==> config.mk <==
export PLATFORM = sky130hd
export DESIGN_NAME = pfm_port7_mux
export DESIGN_NICKNAME = d
export VERILOG_FILES = /design/src/pfm_pkg.sv /design/src/pfm_port7_mux.sv /design/src/pfm_pin_slice.sv
export VERILOG_INCLUDE_DIRS = /design/src
export SDC_FILE = /design/constraint.sdc
export NUM_CORES = 1
export LEC_CHECK = 0
export ABC_CLOCK_PERIOD_IN_PS = 2000
export BUFFER_PORTS_ARGS = -buffer_cell sky130_fd_sc_hd__buf_2
export CELL_PAD_IN_SITES_DETAIL_PLACEMENT = 1
export CELL_PAD_IN_SITES_GLOBAL_PLACEMENT = 2
export CORE_MARGIN = 2
export CORE_UTILIZATION = 20
export CTS_CLUSTER_SIZE = 30
export DETAILED_ROUTE_END_ITERATION = 8
export PLACE_DENSITY_LB_ADDON = 0.1
export SLEW_MARGIN = 20
export SYNTH_ARGS = -nofsm -noshare
export SYNTH_HDL_FRONTEND = slang
export SYNTH_HIERARCHICAL = 1
export SYNTH_SLANG_ARGS = --single-unit
export TNS_END_PERCENT = 5
==> constraint.sdc <==
create_clock -name clk_sys_i -period 2 [get_ports clk_sys_i]
set_clock_uncertainty 0.1 [all_clocks]
set_input_delay 0.4 -clock clk_sys_i [delete_from_list [all_inputs] [get_ports clk_sys_i]]
set_output_delay 0.4 -clock clk_sys_i [all_outputs]
set_load 0.02 [all_outputs]
==> src/pfm_consts.svh <==
`ifndef PFM_CONSTS_SVH
`define PFM_CONSTS_SVH
// output select field layout
`define PFM_SEL_W 4
`define PFM_SEL_EN_BIT 3
`define PFM_SEL_IDX_W 2
`define PFM_SEL_RST 4'h0
// pin indices within the pad vector
`define PFM_NPINS 6
`define PFM_P70 0
`define PFM_P71 1
`define PFM_P72 2
`define PFM_P73 3
`define PFM_P74 4
`define PFM_P60 5
`endif

==> src/pfm_pkg.sv <==
`default_nettype none
package pfm_pkg;
  // per-pin candidate outputs o0..o3
  typedef struct packed {
    logic o3;
    logic o2;
    logic o1;
    logic o0;
  } pfm_alt_out_type;
  // inputs distributed from the pads
  typedef struct packed {
    logic position_input_0;
    logic tdi_c;
    logic reset_trigger_2_in;
    logic position_input_1;
    logic tms_c;
    logic serial1_data_in_f;
    logic emergency_trap_in;
    logic debug_break_in_c;
    logic position_input_2;
    logic tck_c;
    logic serial0_data_in_d;
    logic serial1_clock_in_e;
    logic converter_request_gate_in;
    logic serial2_data_in_e;
  } pfm_in_fan_type;
  typedef enum logic [1:0] {
    PFM_ST_RESET = 2'b00,
    PFM_ST_RUN = 2'b01
  } pfm_state_type;
endpackage
`default_nettype wire

==> src/pfm_port7_mux.sv <==
`timescale 1ns/1ps
`default_nettype none
`include "pfm_consts.svh"
// Contract
// Each pin drives the output picked by its select field, 1x00 is O0.
// A hardware output drives its pin regardless of the select field.
// Debug is enabled iff debug_reset_in is high at power-on release.
// Once debug is enabled the probe must pull debug_reset_in low once.
// Without debugging the system keeps debug_reset_in low.
// The system holds factory_test_enable high; low means factory test.
// P7.2 gives gpio or mux ctrl 0; its input feeds position 0 and tdi.
// P7.0 gives gpio, timer3, timer6 or tdo; input feeds reset trigger 2.
// P7.3 gives gpio, mux ctrl 1, serial1 or serial0 data out.
// P7.1 gives gpio or the clock out; input feeds trap and break in.
// P7.4 gives gpio, mux ctrl 2, serial1 data or clock out.
// P6.0 gives gpio, mux ctrl 0 or break out; input feeds gate, serial2.
// Every pad input reaches all its input functions at all times.
// A select code with its top bit clear leaves the pad input only.
module pfm_port7_mux (
  // clock and power-on reset
  input wire logic clk_sys_i,
  input wire logic rst_b_i,
  // per-pin select fields, P7.0..P7.4 then P6.0
  input wire logic [`PFM_NPINS*`PFM_SEL_W-1:0] sel_i,
  // general purpose outputs
  input wire logic [`PFM_NPINS-1:0] gpio_out_i,
  // peripheral outputs
  input wire logic timer3_toggle_out_i,
  input wire logic timer6_toggle_out_i,
  input wire logic analog_mux_ctrl_0_b_i,
  input wire logic analog_mux_ctrl_1_i,
  input wire logic analog_mux_ctrl_2_i,
  input wire logic analog_mux_ctrl_0_a_i,
  input wire logic serial1_data_out_i,
  input wire logic serial0_data_out_i,
  input wire logic serial1_clock_out_i,
  input wire logic programmable_clock_out_i,
  input wire logic debug_break_out_i,
  // hardware-controlled test data out
  input wire logic tdo_en_i,
  input wire logic tdo_i,
  // test pins
  input wire logic debug_reset_in_i,
  input wire logic factory_test_enable_i,
  // pads
  input wire logic [`PFM_NPINS-1:0] pad_i,
  output logic [`PFM_NPINS-1:0] pad_o,
  output logic [`PFM_NPINS-1:0] pad_oe_b_o,
  // distributed inputs and status
  output pfm_pkg::pfm_in_fan_type in_fan_o,
  output logic debug_enable_o,
  output logic factory_test_o
);
  pfm_pkg::pfm_alt_out_type alt [`PFM_NPINS];
  logic [`PFM_NPINS-1:0] hw_en;
  pfm_pkg::pfm_state_type st_d, st_q;
  logic dbg_d, dbg_q, ft_d, ft_q;
  pfm_pkg::pfm_in_fan_type fan_d, fan_q;

  // candidate outputs per pin; unused slots give a quiet low
  always_comb begin
    for (int i = 0; i < `PFM_NPINS; i++) begin
      alt[i] = '0;
      alt[i].o0 = gpio_out_i[i];
    end
    alt[`PFM_P70].o1 = timer3_toggle_out_i;
    alt[`PFM_P70].o2 = timer6_toggle_out_i;
    alt[`PFM_P71].o1 = programmable_clock_out_i;
    alt[`PFM_P72].o1 = analog_mux_ctrl_0_b_i;
    alt[`PFM_P73].o1 = analog_mux_ctrl_1_i;
    alt[`PFM_P73].o2 = serial1_data_out_i;
    alt[`PFM_P73].o3 = serial0_data_out_i;
    alt[`PFM_P74].o1 = analog_mux_ctrl_2_i;
    alt[`PFM_P74].o2 = serial1_data_out_i;
    alt[`PFM_P74].o3 = serial1_clock_out_i;
    alt[`PFM_P60].o1 = analog_mux_ctrl_0_a_i;
    alt[`PFM_P60].o3 = debug_break_out_i;
  end

  // only P7.0 carries a hardware output, the test data out
  always_comb begin
    hw_en = '0;
    hw_en[`PFM_P70] = tdo_en_i;
  end

  // one slice per pad
  genvar g;
  generate
    for (g = 0; g < `PFM_NPINS; g++) begin : g_pin
      pfm_pin_slice u_slice (
        .clk_sys_i(clk_sys_i),
        .rst_b_i(rst_b_i),
        .sel_i(sel_i[g*`PFM_SEL_W +: `PFM_SEL_W]),
        .alt_i(alt[g]),
        .hw_en_i(hw_en[g]),
        .hw_val_i(tdo_i),
        .pad_o_o(pad_o[g]),
        .pad_oe_b_o(pad_oe_b_o[g])
      );
    end
  endgenerate

  // input fan-out, independent of output selection
  always_comb begin
    fan_d.position_input_0 = pad_i[`PFM_P72];
    fan_d.tdi_c = pad_i[`PFM_P72];
    fan_d.reset_trigger_2_in = pad_i[`PFM_P70];
    fan_d.position_input_1 = pad_i[`PFM_P73];
    fan_d.tms_c = pad_i[`PFM_P73];
    fan_d.serial1_data_in_f = pad_i[`PFM_P73];
    fan_d.emergency_trap_in = pad_i[`PFM_P71];
    fan_d.debug_break_in_c = pad_i[`PFM_P71];
    fan_d.position_input_2 = pad_i[`PFM_P74];
    fan_d.tck_c = pad_i[`PFM_P74];
    fan_d.serial0_data_in_d = pad_i[`PFM_P74];
    fan_d.serial1_clock_in_e = pad_i[`PFM_P74];
    fan_d.converter_request_gate_in = pad_i[`PFM_P60];
    fan_d.serial2_data_in_e = pad_i[`PFM_P60];
  end

  // debug strap caught on the first clock after power-on release
  always_comb begin
    st_d = st_q;
    dbg_d = dbg_q;
    ft_d = ~factory_test_enable_i; // low level selects test, see
    case (st_q)
      pfm_pkg::PFM_ST_RESET: begin
        dbg_d = debug_reset_in_i;
        st_d = pfm_pkg::PFM_ST_RUN;
      end
      pfm_pkg::PFM_ST_RUN: begin
        dbg_d = dbg_q; // held until the next power-on
      end
      default: st_d = pfm_pkg::PFM_ST_RESET;
    endcase
  end

  // registers; reset takes constants only
  always_ff @(posedge clk_sys_i) begin
    if (!rst_b_i) begin
      st_q <= pfm_pkg::PFM_ST_RESET;
      dbg_q <= 1'b0;
      ft_q <= 1'b0;
      fan_q <= '0;
    end else begin
      st_q <= st_d;
      dbg_q <= dbg_d;
      ft_q <= ft_d;
      fan_q <= fan_d;
    end
  end

  assign in_fan_o = fan_q;
  assign debug_enable_o = dbg_q;
  assign factory_test_o = ft_q;

  // checks; every pad output lags its inputs by the one pad register
  property p_sel_o0;
    @(posedge clk_sys_i) disable iff (!rst_b_i)
    (sel_i[`PFM_P71*`PFM_SEL_W +: `PFM_SEL_W] == 4'h8)
      |=> (pad_o[`PFM_P71] == $past(gpio_out_i[`PFM_P71]));
  endproperty
  a_sel_o0: assert property (p_sel_o0)
    else $error("o0 not driven");
  property p_hw_tdo;
    @(posedge clk_sys_i) disable iff (!rst_b_i)
    tdo_en_i
      |=> (pad_o[`PFM_P70] == $past(tdo_i)) && !pad_oe_b_o[`PFM_P70];
  endproperty
  a_hw_tdo: assert property (p_hw_tdo)
    else $error("tdo override lost");
  property p_strap;
    @(posedge clk_sys_i) disable iff (!rst_b_i)
    (st_q == pfm_pkg::PFM_ST_RESET)
      |=> (debug_enable_o == $past(debug_reset_in_i));
  endproperty
  a_strap: assert property (p_strap)
    else $error("strap wrong");
  // the probe drops its strap pin later, which must not reach the flag
  property p_strap_hold;
    @(posedge clk_sys_i) disable iff (!rst_b_i)
    (st_q == pfm_pkg::PFM_ST_RUN) |=> $stable(debug_enable_o);
  endproperty
  a_strap_hold: assert property (p_strap_hold)
    else $error("debug moved");
  property p_ft;
    @(posedge clk_sys_i) disable iff (!rst_b_i)
    !factory_test_enable_i |=> factory_test_o;
  endproperty
  a_ft: assert property (p_ft)
    else $error("test mode missed");
  property p_p70_o2;
    @(posedge clk_sys_i) disable iff (!rst_b_i)
    (sel_i[`PFM_P70*`PFM_SEL_W +: `PFM_SEL_W] == 4'ha) && !tdo_en_i
      |=> (pad_o[`PFM_P70] == $past(timer6_toggle_out_i));
  endproperty
  a_p70_o2: assert property (p_p70_o2)
    else $error("p70 o2 wrong");
  property p_p71_o1;
    @(posedge clk_sys_i) disable iff (!rst_b_i)
    (sel_i[`PFM_P71*`PFM_SEL_W +: `PFM_SEL_W] == 4'h9)
      |=> (pad_o[`PFM_P71] == $past(programmable_clock_out_i));
  endproperty
  a_p71_o1: assert property (p_p71_o1)
    else $error("p71 o1 wrong");
  property p_p72_o1;
    @(posedge clk_sys_i) disable iff (!rst_b_i)
    (sel_i[`PFM_P72*`PFM_SEL_W +: `PFM_SEL_W] == 4'h9)
      |=> (pad_o[`PFM_P72] == $past(analog_mux_ctrl_0_b_i));
  endproperty
  a_p72_o1: assert property (p_p72_o1)
    else $error("p72 o1 wrong");
  property p_p73_o3;
    @(posedge clk_sys_i) disable iff (!rst_b_i)
    (sel_i[`PFM_P73*`PFM_SEL_W +: `PFM_SEL_W] == 4'hb)
      |=> (pad_o[`PFM_P73] == $past(serial0_data_out_i));
  endproperty
  a_p73_o3: assert property (p_p73_o3)
    else $error("p73 o3 wrong");
  property p_p74_o3;
    @(posedge clk_sys_i) disable iff (!rst_b_i)
    (sel_i[`PFM_P74*`PFM_SEL_W +: `PFM_SEL_W] == 4'hf)
      |=> (pad_o[`PFM_P74] == $past(serial1_clock_out_i));
  endproperty
  a_p74_o3: assert property (p_p74_o3)
    else $error("p74 o3 wrong");
  property p_p60_o3;
    @(posedge clk_sys_i) disable iff (!rst_b_i)
    (sel_i[`PFM_P60*`PFM_SEL_W +: `PFM_SEL_W] == 4'hb)
      |=> (pad_o[`PFM_P60] == $past(debug_break_out_i));
  endproperty
  a_p60_o3: assert property (p_p60_o3)
    else $error("p60 o3 wrong");
  property p_fan;
    @(posedge clk_sys_i) disable iff (!rst_b_i)
    1'b1 |=> (in_fan_o.serial2_data_in_e == $past(pad_i[`PFM_P60]))
      && (in_fan_o.emergency_trap_in == $past(pad_i[`PFM_P71]));
  endproperty
  a_fan: assert property (p_fan)
    else $error("input fan wrong");
  property p_fan_jtag;
    @(posedge clk_sys_i) disable iff (!rst_b_i)
    1'b1 |=> (in_fan_o.tck_c == $past(pad_i[`PFM_P74]))
      && (in_fan_o.tdi_c == $past(pad_i[`PFM_P72]))
      && (in_fan_o.reset_trigger_2_in == $past(pad_i[`PFM_P70]));
  endproperty
  a_fan_jtag: assert property (p_fan_jtag)
    else $error("jtag input fan wrong");
  property p_input_only;
    @(posedge clk_sys_i) disable iff (!rst_b_i)
    (!sel_i[`PFM_P72*`PFM_SEL_W + `PFM_SEL_EN_BIT])
      |=> pad_oe_b_o[`PFM_P72];
  endproperty
  a_input_only: assert property (p_input_only)
    else $error("drove pad");
  c_dbg: cover property (@(posedge clk_sys_i) disable iff (!rst_b_i)
    debug_enable_o);
  c_tdo: cover property (@(posedge clk_sys_i) disable iff (!rst_b_i)
    tdo_en_i);
  c_p60: cover property (@(posedge clk_sys_i) disable iff (!rst_b_i)
    sel_i[`PFM_P60*`PFM_SEL_W +: `PFM_SEL_W] == 4'hb);
  c_ft: cover property (@(posedge clk_sys_i) disable iff (!rst_b_i)
    factory_test_o);
endmodule // pfm_port7_mux
`default_nettype wire

==> src/pfm_pin_slice.sv <==
`timescale 1ns/1ps
`default_nettype none
`include "pfm_consts.svh"
// one pad: select decode plus hardware override, registered
module pfm_pin_slice (
  // clock and reset
  input wire logic clk_sys_i,
  input wire logic rst_b_i,
  // selection
  input wire logic [`PFM_SEL_W-1:0] sel_i,
  input wire pfm_pkg::pfm_alt_out_type alt_i,
  input wire logic hw_en_i,
  input wire logic hw_val_i,
  // pad drive
  output logic pad_o_o,
  output logic pad_oe_b_o
);
  logic out_d, out_q, oe_b_d, oe_b_q;
  // next pad state; hardware output wins over the select field
  always_comb begin
    out_d = 1'b0;
    oe_b_d = 1'b1;
    if (hw_en_i) begin
      out_d = hw_val_i;
      oe_b_d = 1'b0;
    end else if (sel_i[`PFM_SEL_EN_BIT]) begin
      out_d = alt_i[sel_i[`PFM_SEL_IDX_W-1:0]];
      oe_b_d = 1'b0;
    end // else input only, see
  end
  // register so the pad sees no decode glitches
  always_ff @(posedge clk_sys_i) begin
    if (!rst_b_i) begin
      out_q <= 1'b0;
      oe_b_q <= 1'b1;
    end else begin
      out_q <= out_d;
      oe_b_q <= oe_b_d;
    end
  end
  assign pad_o_o = out_q;
  assign pad_oe_b_o = oe_b_q;
endmodule // pfm_pin_slice
`default_nettype wire

==> implementation parameters <==
Parameter                              Value

Setup path
  Reg-to-reg critical path startpoint ... st_q[0]
  Number of buffer and inverter instances along the worst setup path ... 1
  Reg-to-reg setup timing slack ... 1.23 ns
  Slowest Stage Delay on Critical Path ... 0.35 ns
  Data arrival time of the critical path ... 0.77 ns
  Crit. End Element ... primary output
  Critical path class ... reg2out
  Worst flop-to-flop path endpoint ... debug_enable_o
  CP startpoint kind ... flip-flop
  Category of cells accounting for the largest share of critical-path delay ... flip-flops
  Peak fanout along the critical path ... 4
  Slowest cell on the critical path ... dfxtp_1
  Number of cells on the worst reg-to-reg path ... 2
  Critical-path cell list ... buf_2
  Critical path required time ... 1.50 ns

Routing
  Met1 layer wirelength in the final routing ... around 700 um
  Routed wirelength normalized by instance count ... 10.6 um
  Number of search-and-repair iterations in the first detailed-routing pass ... 3
  Number of DRC violations after detailed routing ... 0
  Routed via count ... 809
  Initial DRC Count ... 11
  Number of routed nets with antenna violations ... 0
  Met2 WL post-DR ... 1150 um
  Top sig layer ... met4
  Met3 WL ... 279 um
  Post-DR vias/cell ... 3.99
  Final routed wirelength across all metal layers ... 2150 um

Power and ir drop
  Static leakage ... 0.700 nW
  Power consumption ... 0.000898 W
  Proportion of total power due to net switching ... 0.250
  Sequential Power Share ... 0.502
  Peak supply drop ... between 200 and 250 uV
  P_sw ... between 0.0002 and 0.00025 W
  Cell Int Power ... 0.000673 W
  Power Density ... 682 nW/um^2
  Combinational share of power ... 0.199
  Fraction of power consumed by the clock network ... 0.299

GRT
  Total Routing Usage GR ... 0.0998
  Largest net degree at the start of global routing ... 28
  Initial antenna violation count ... 0
  First-pass GRT wire length ... 3340 um
  Via count of the first global-routing pass ... 814
  Congestion Overflow GR ... 0

Clock tree
  Clock tree from TritonCTS ... done
  TritonCTS Buffers ... 3
  Clock tree root driver cell ... clkbuf_8
  PostCTS Resize Cnt ... 0
  Num Clock Sinks ... 21
  Cts hold-fix bufs ... 0
  CTS Buffer Depth ... 2
  H-tree levels ... 1
  Worst-Skew Late Latency ... 0.25 ns
  Clock transition time at the flip-flop clock pins of the worst setup and hold paths ... about 0.070 ns
  Number of setup buffers added after CTS ... 0

Floorplanning
  Die extent in x ... ~70 um
  Placement row count ... 23
  Initial Utilization ... 0.207
  Area enclosed by the die boundary ... 4670 um^2
  Core box area ... approximately 4000 um^2
  Number of top-level pins ... 81
  Die Y ... approximately 70 um

Outcome
  Run status ... finished, final reports clean

Finish
  Antenna diode count ... 0
  Most frequent cells in the layout ... buf_2 (74), dfxtp_1 (21), conb_1 (21)
  Final nets ... 207
  Area grow syn2layout ... 59.2%
  Leading cell type in the layout, fill and taps excluded ... buf_2
  Share of layout cells above drive strength 1 ... 0.549

Placement
  Port Buffers ... 74
  DP Worst Slack ... 0.575 ns
  Global placement routability congestion ... 0.644
  Detail Placement HPWL ... ~1800 um

Synth
  Synthesized cell area ... a little over 800 um^2
  Warnings, synthesis ... 6
  Gate count after technology mapping ... 64
  Average instance area after synthesis ... 12.9 um^2
  Flop and latch count out of synthesis ... 21
  Distinct cells, synth ... 12
  Proportion of synthesized chip area in sequential cells ... 0.508

Hold path
  Hold crit path type ... in2reg
  Terminating pin of the worst hold path ... factory_test_o
  Hold depth ... 2
  Hold path start ... factory_test_enable_i

Timing
  Setup repair after global routing missed its margin ... no
  Achievable clock frequency ... 0.785 GHz
  PnR worst setup slack ... around 0.73 ns
  Final hold violation count ... 0
  Period minus WS final ... 1.27 ns
  Final setup TNS ... 0 ns
  Fin crit share ... 0.637
  Setup-violating endpoint count in the final report ... 0
  Max-slew violation total from the final report ... 0

Flow run
  Total of max-cap violations ... 0
## synthesized netlist by cell type
cell      number  area [um^2]
nor2b_1        2         12.5
and2_2         1         7.51
and2_1         5         31.3
buf_4          8         60.1
conb_1         1         3.75
o21ai_0        6         30.0
mux4_2         6          135
a32o_1         6         60.1
dfxtp_1       21          420
clkbuf_1       1         3.75
and3b_1        6         52.6
mux2i_1        1         10.0
## cells by family after synthesis
kind of cell | after synthesis | synth area share
simple gates | 14 | 0.126
other cells | 1 | 0.00453
buf+inv | 9 | 0.0772
compound gates | 12 | 0.109
mux | 7 | 0.175
flops | 21 | 0.508
## sequential cells by signal, indices dropped and copies added, names as in the netlist
register / count
debug_enable_o: 1
st_q: 1
g_pin.u_slice/pad_oe_b_o: 6
in_fan_o: 6
g_pin.u_slice/pad_o_o: 6
factory_test_o: 1
## layout make-up
type | count | area, um^2
fillers | 492 | 2680
multi-input cells | 54 | 418
repair buffers | 74 | 370
clock buffers | 4 | 45.0
well taps | 50 | 62.6
flip-flops and latches | 21 | 420
## power by group through the flow
stage | clock (W) | sequential, W | combinational [W]
3_3_place_gp | 0 | 0.000460 | 0.000179
6_report | 0.000268 | 0.000451 | 0.000179
4_1_cts | 0.000291 | 0.000452 | 0.000183
3_5_place_dp | 0 | 0.000461 | 0.000182
2_1_floorplan | 0 | 0.000494 | 0.0000695
5_1_grt | 0.000303 | 0.000455 | 0.000201
## worst max-delay path by stage
stage / start / cells past startpoint / slack [ns] / endpoint
after floorplan: sel_i[12] / 2 / 0.72 / g_pin[3].u_slice/pad_o_o
after detailed placement: sel_i[12] / 3 / 0.57 / g_pin[3].u_slice/pad_o_o
final: in_fan_o[2] / 1 / 0.73 / in_fan_o[3]
after CTS: in_fan_o[2] / 1 / 0.70 / in_fan_o[3]
after global routing: in_fan_o[2] / 1 / 0.65 / in_fan_o[5]
after global placement: sel_i[12] / 3 / 0.58 / g_pin[3].u_slice/pad_o_o
## stage by stage
step                      hold slack [ns]  instances   util  instance area, um^2
after floorplan                     0.372         84      -                  902
after global placement              0.402        199  0.318                 1270
after detailed placement            0.421        199  0.318                 1270
after CTS                           0.184        203  0.329                 1320
after global routing                0.178        203  0.329                 1320
final                               0.194        203  0.329                 1320
## per-layer routing
metal,GRT usage,up-vias
met3,0.0329,2
met5,0,-
li1,-,388
met4,0.0450,0
met2,0.197,50
met1,0.0905,369
Note: power is estimated with default switching activity, not from simulation.
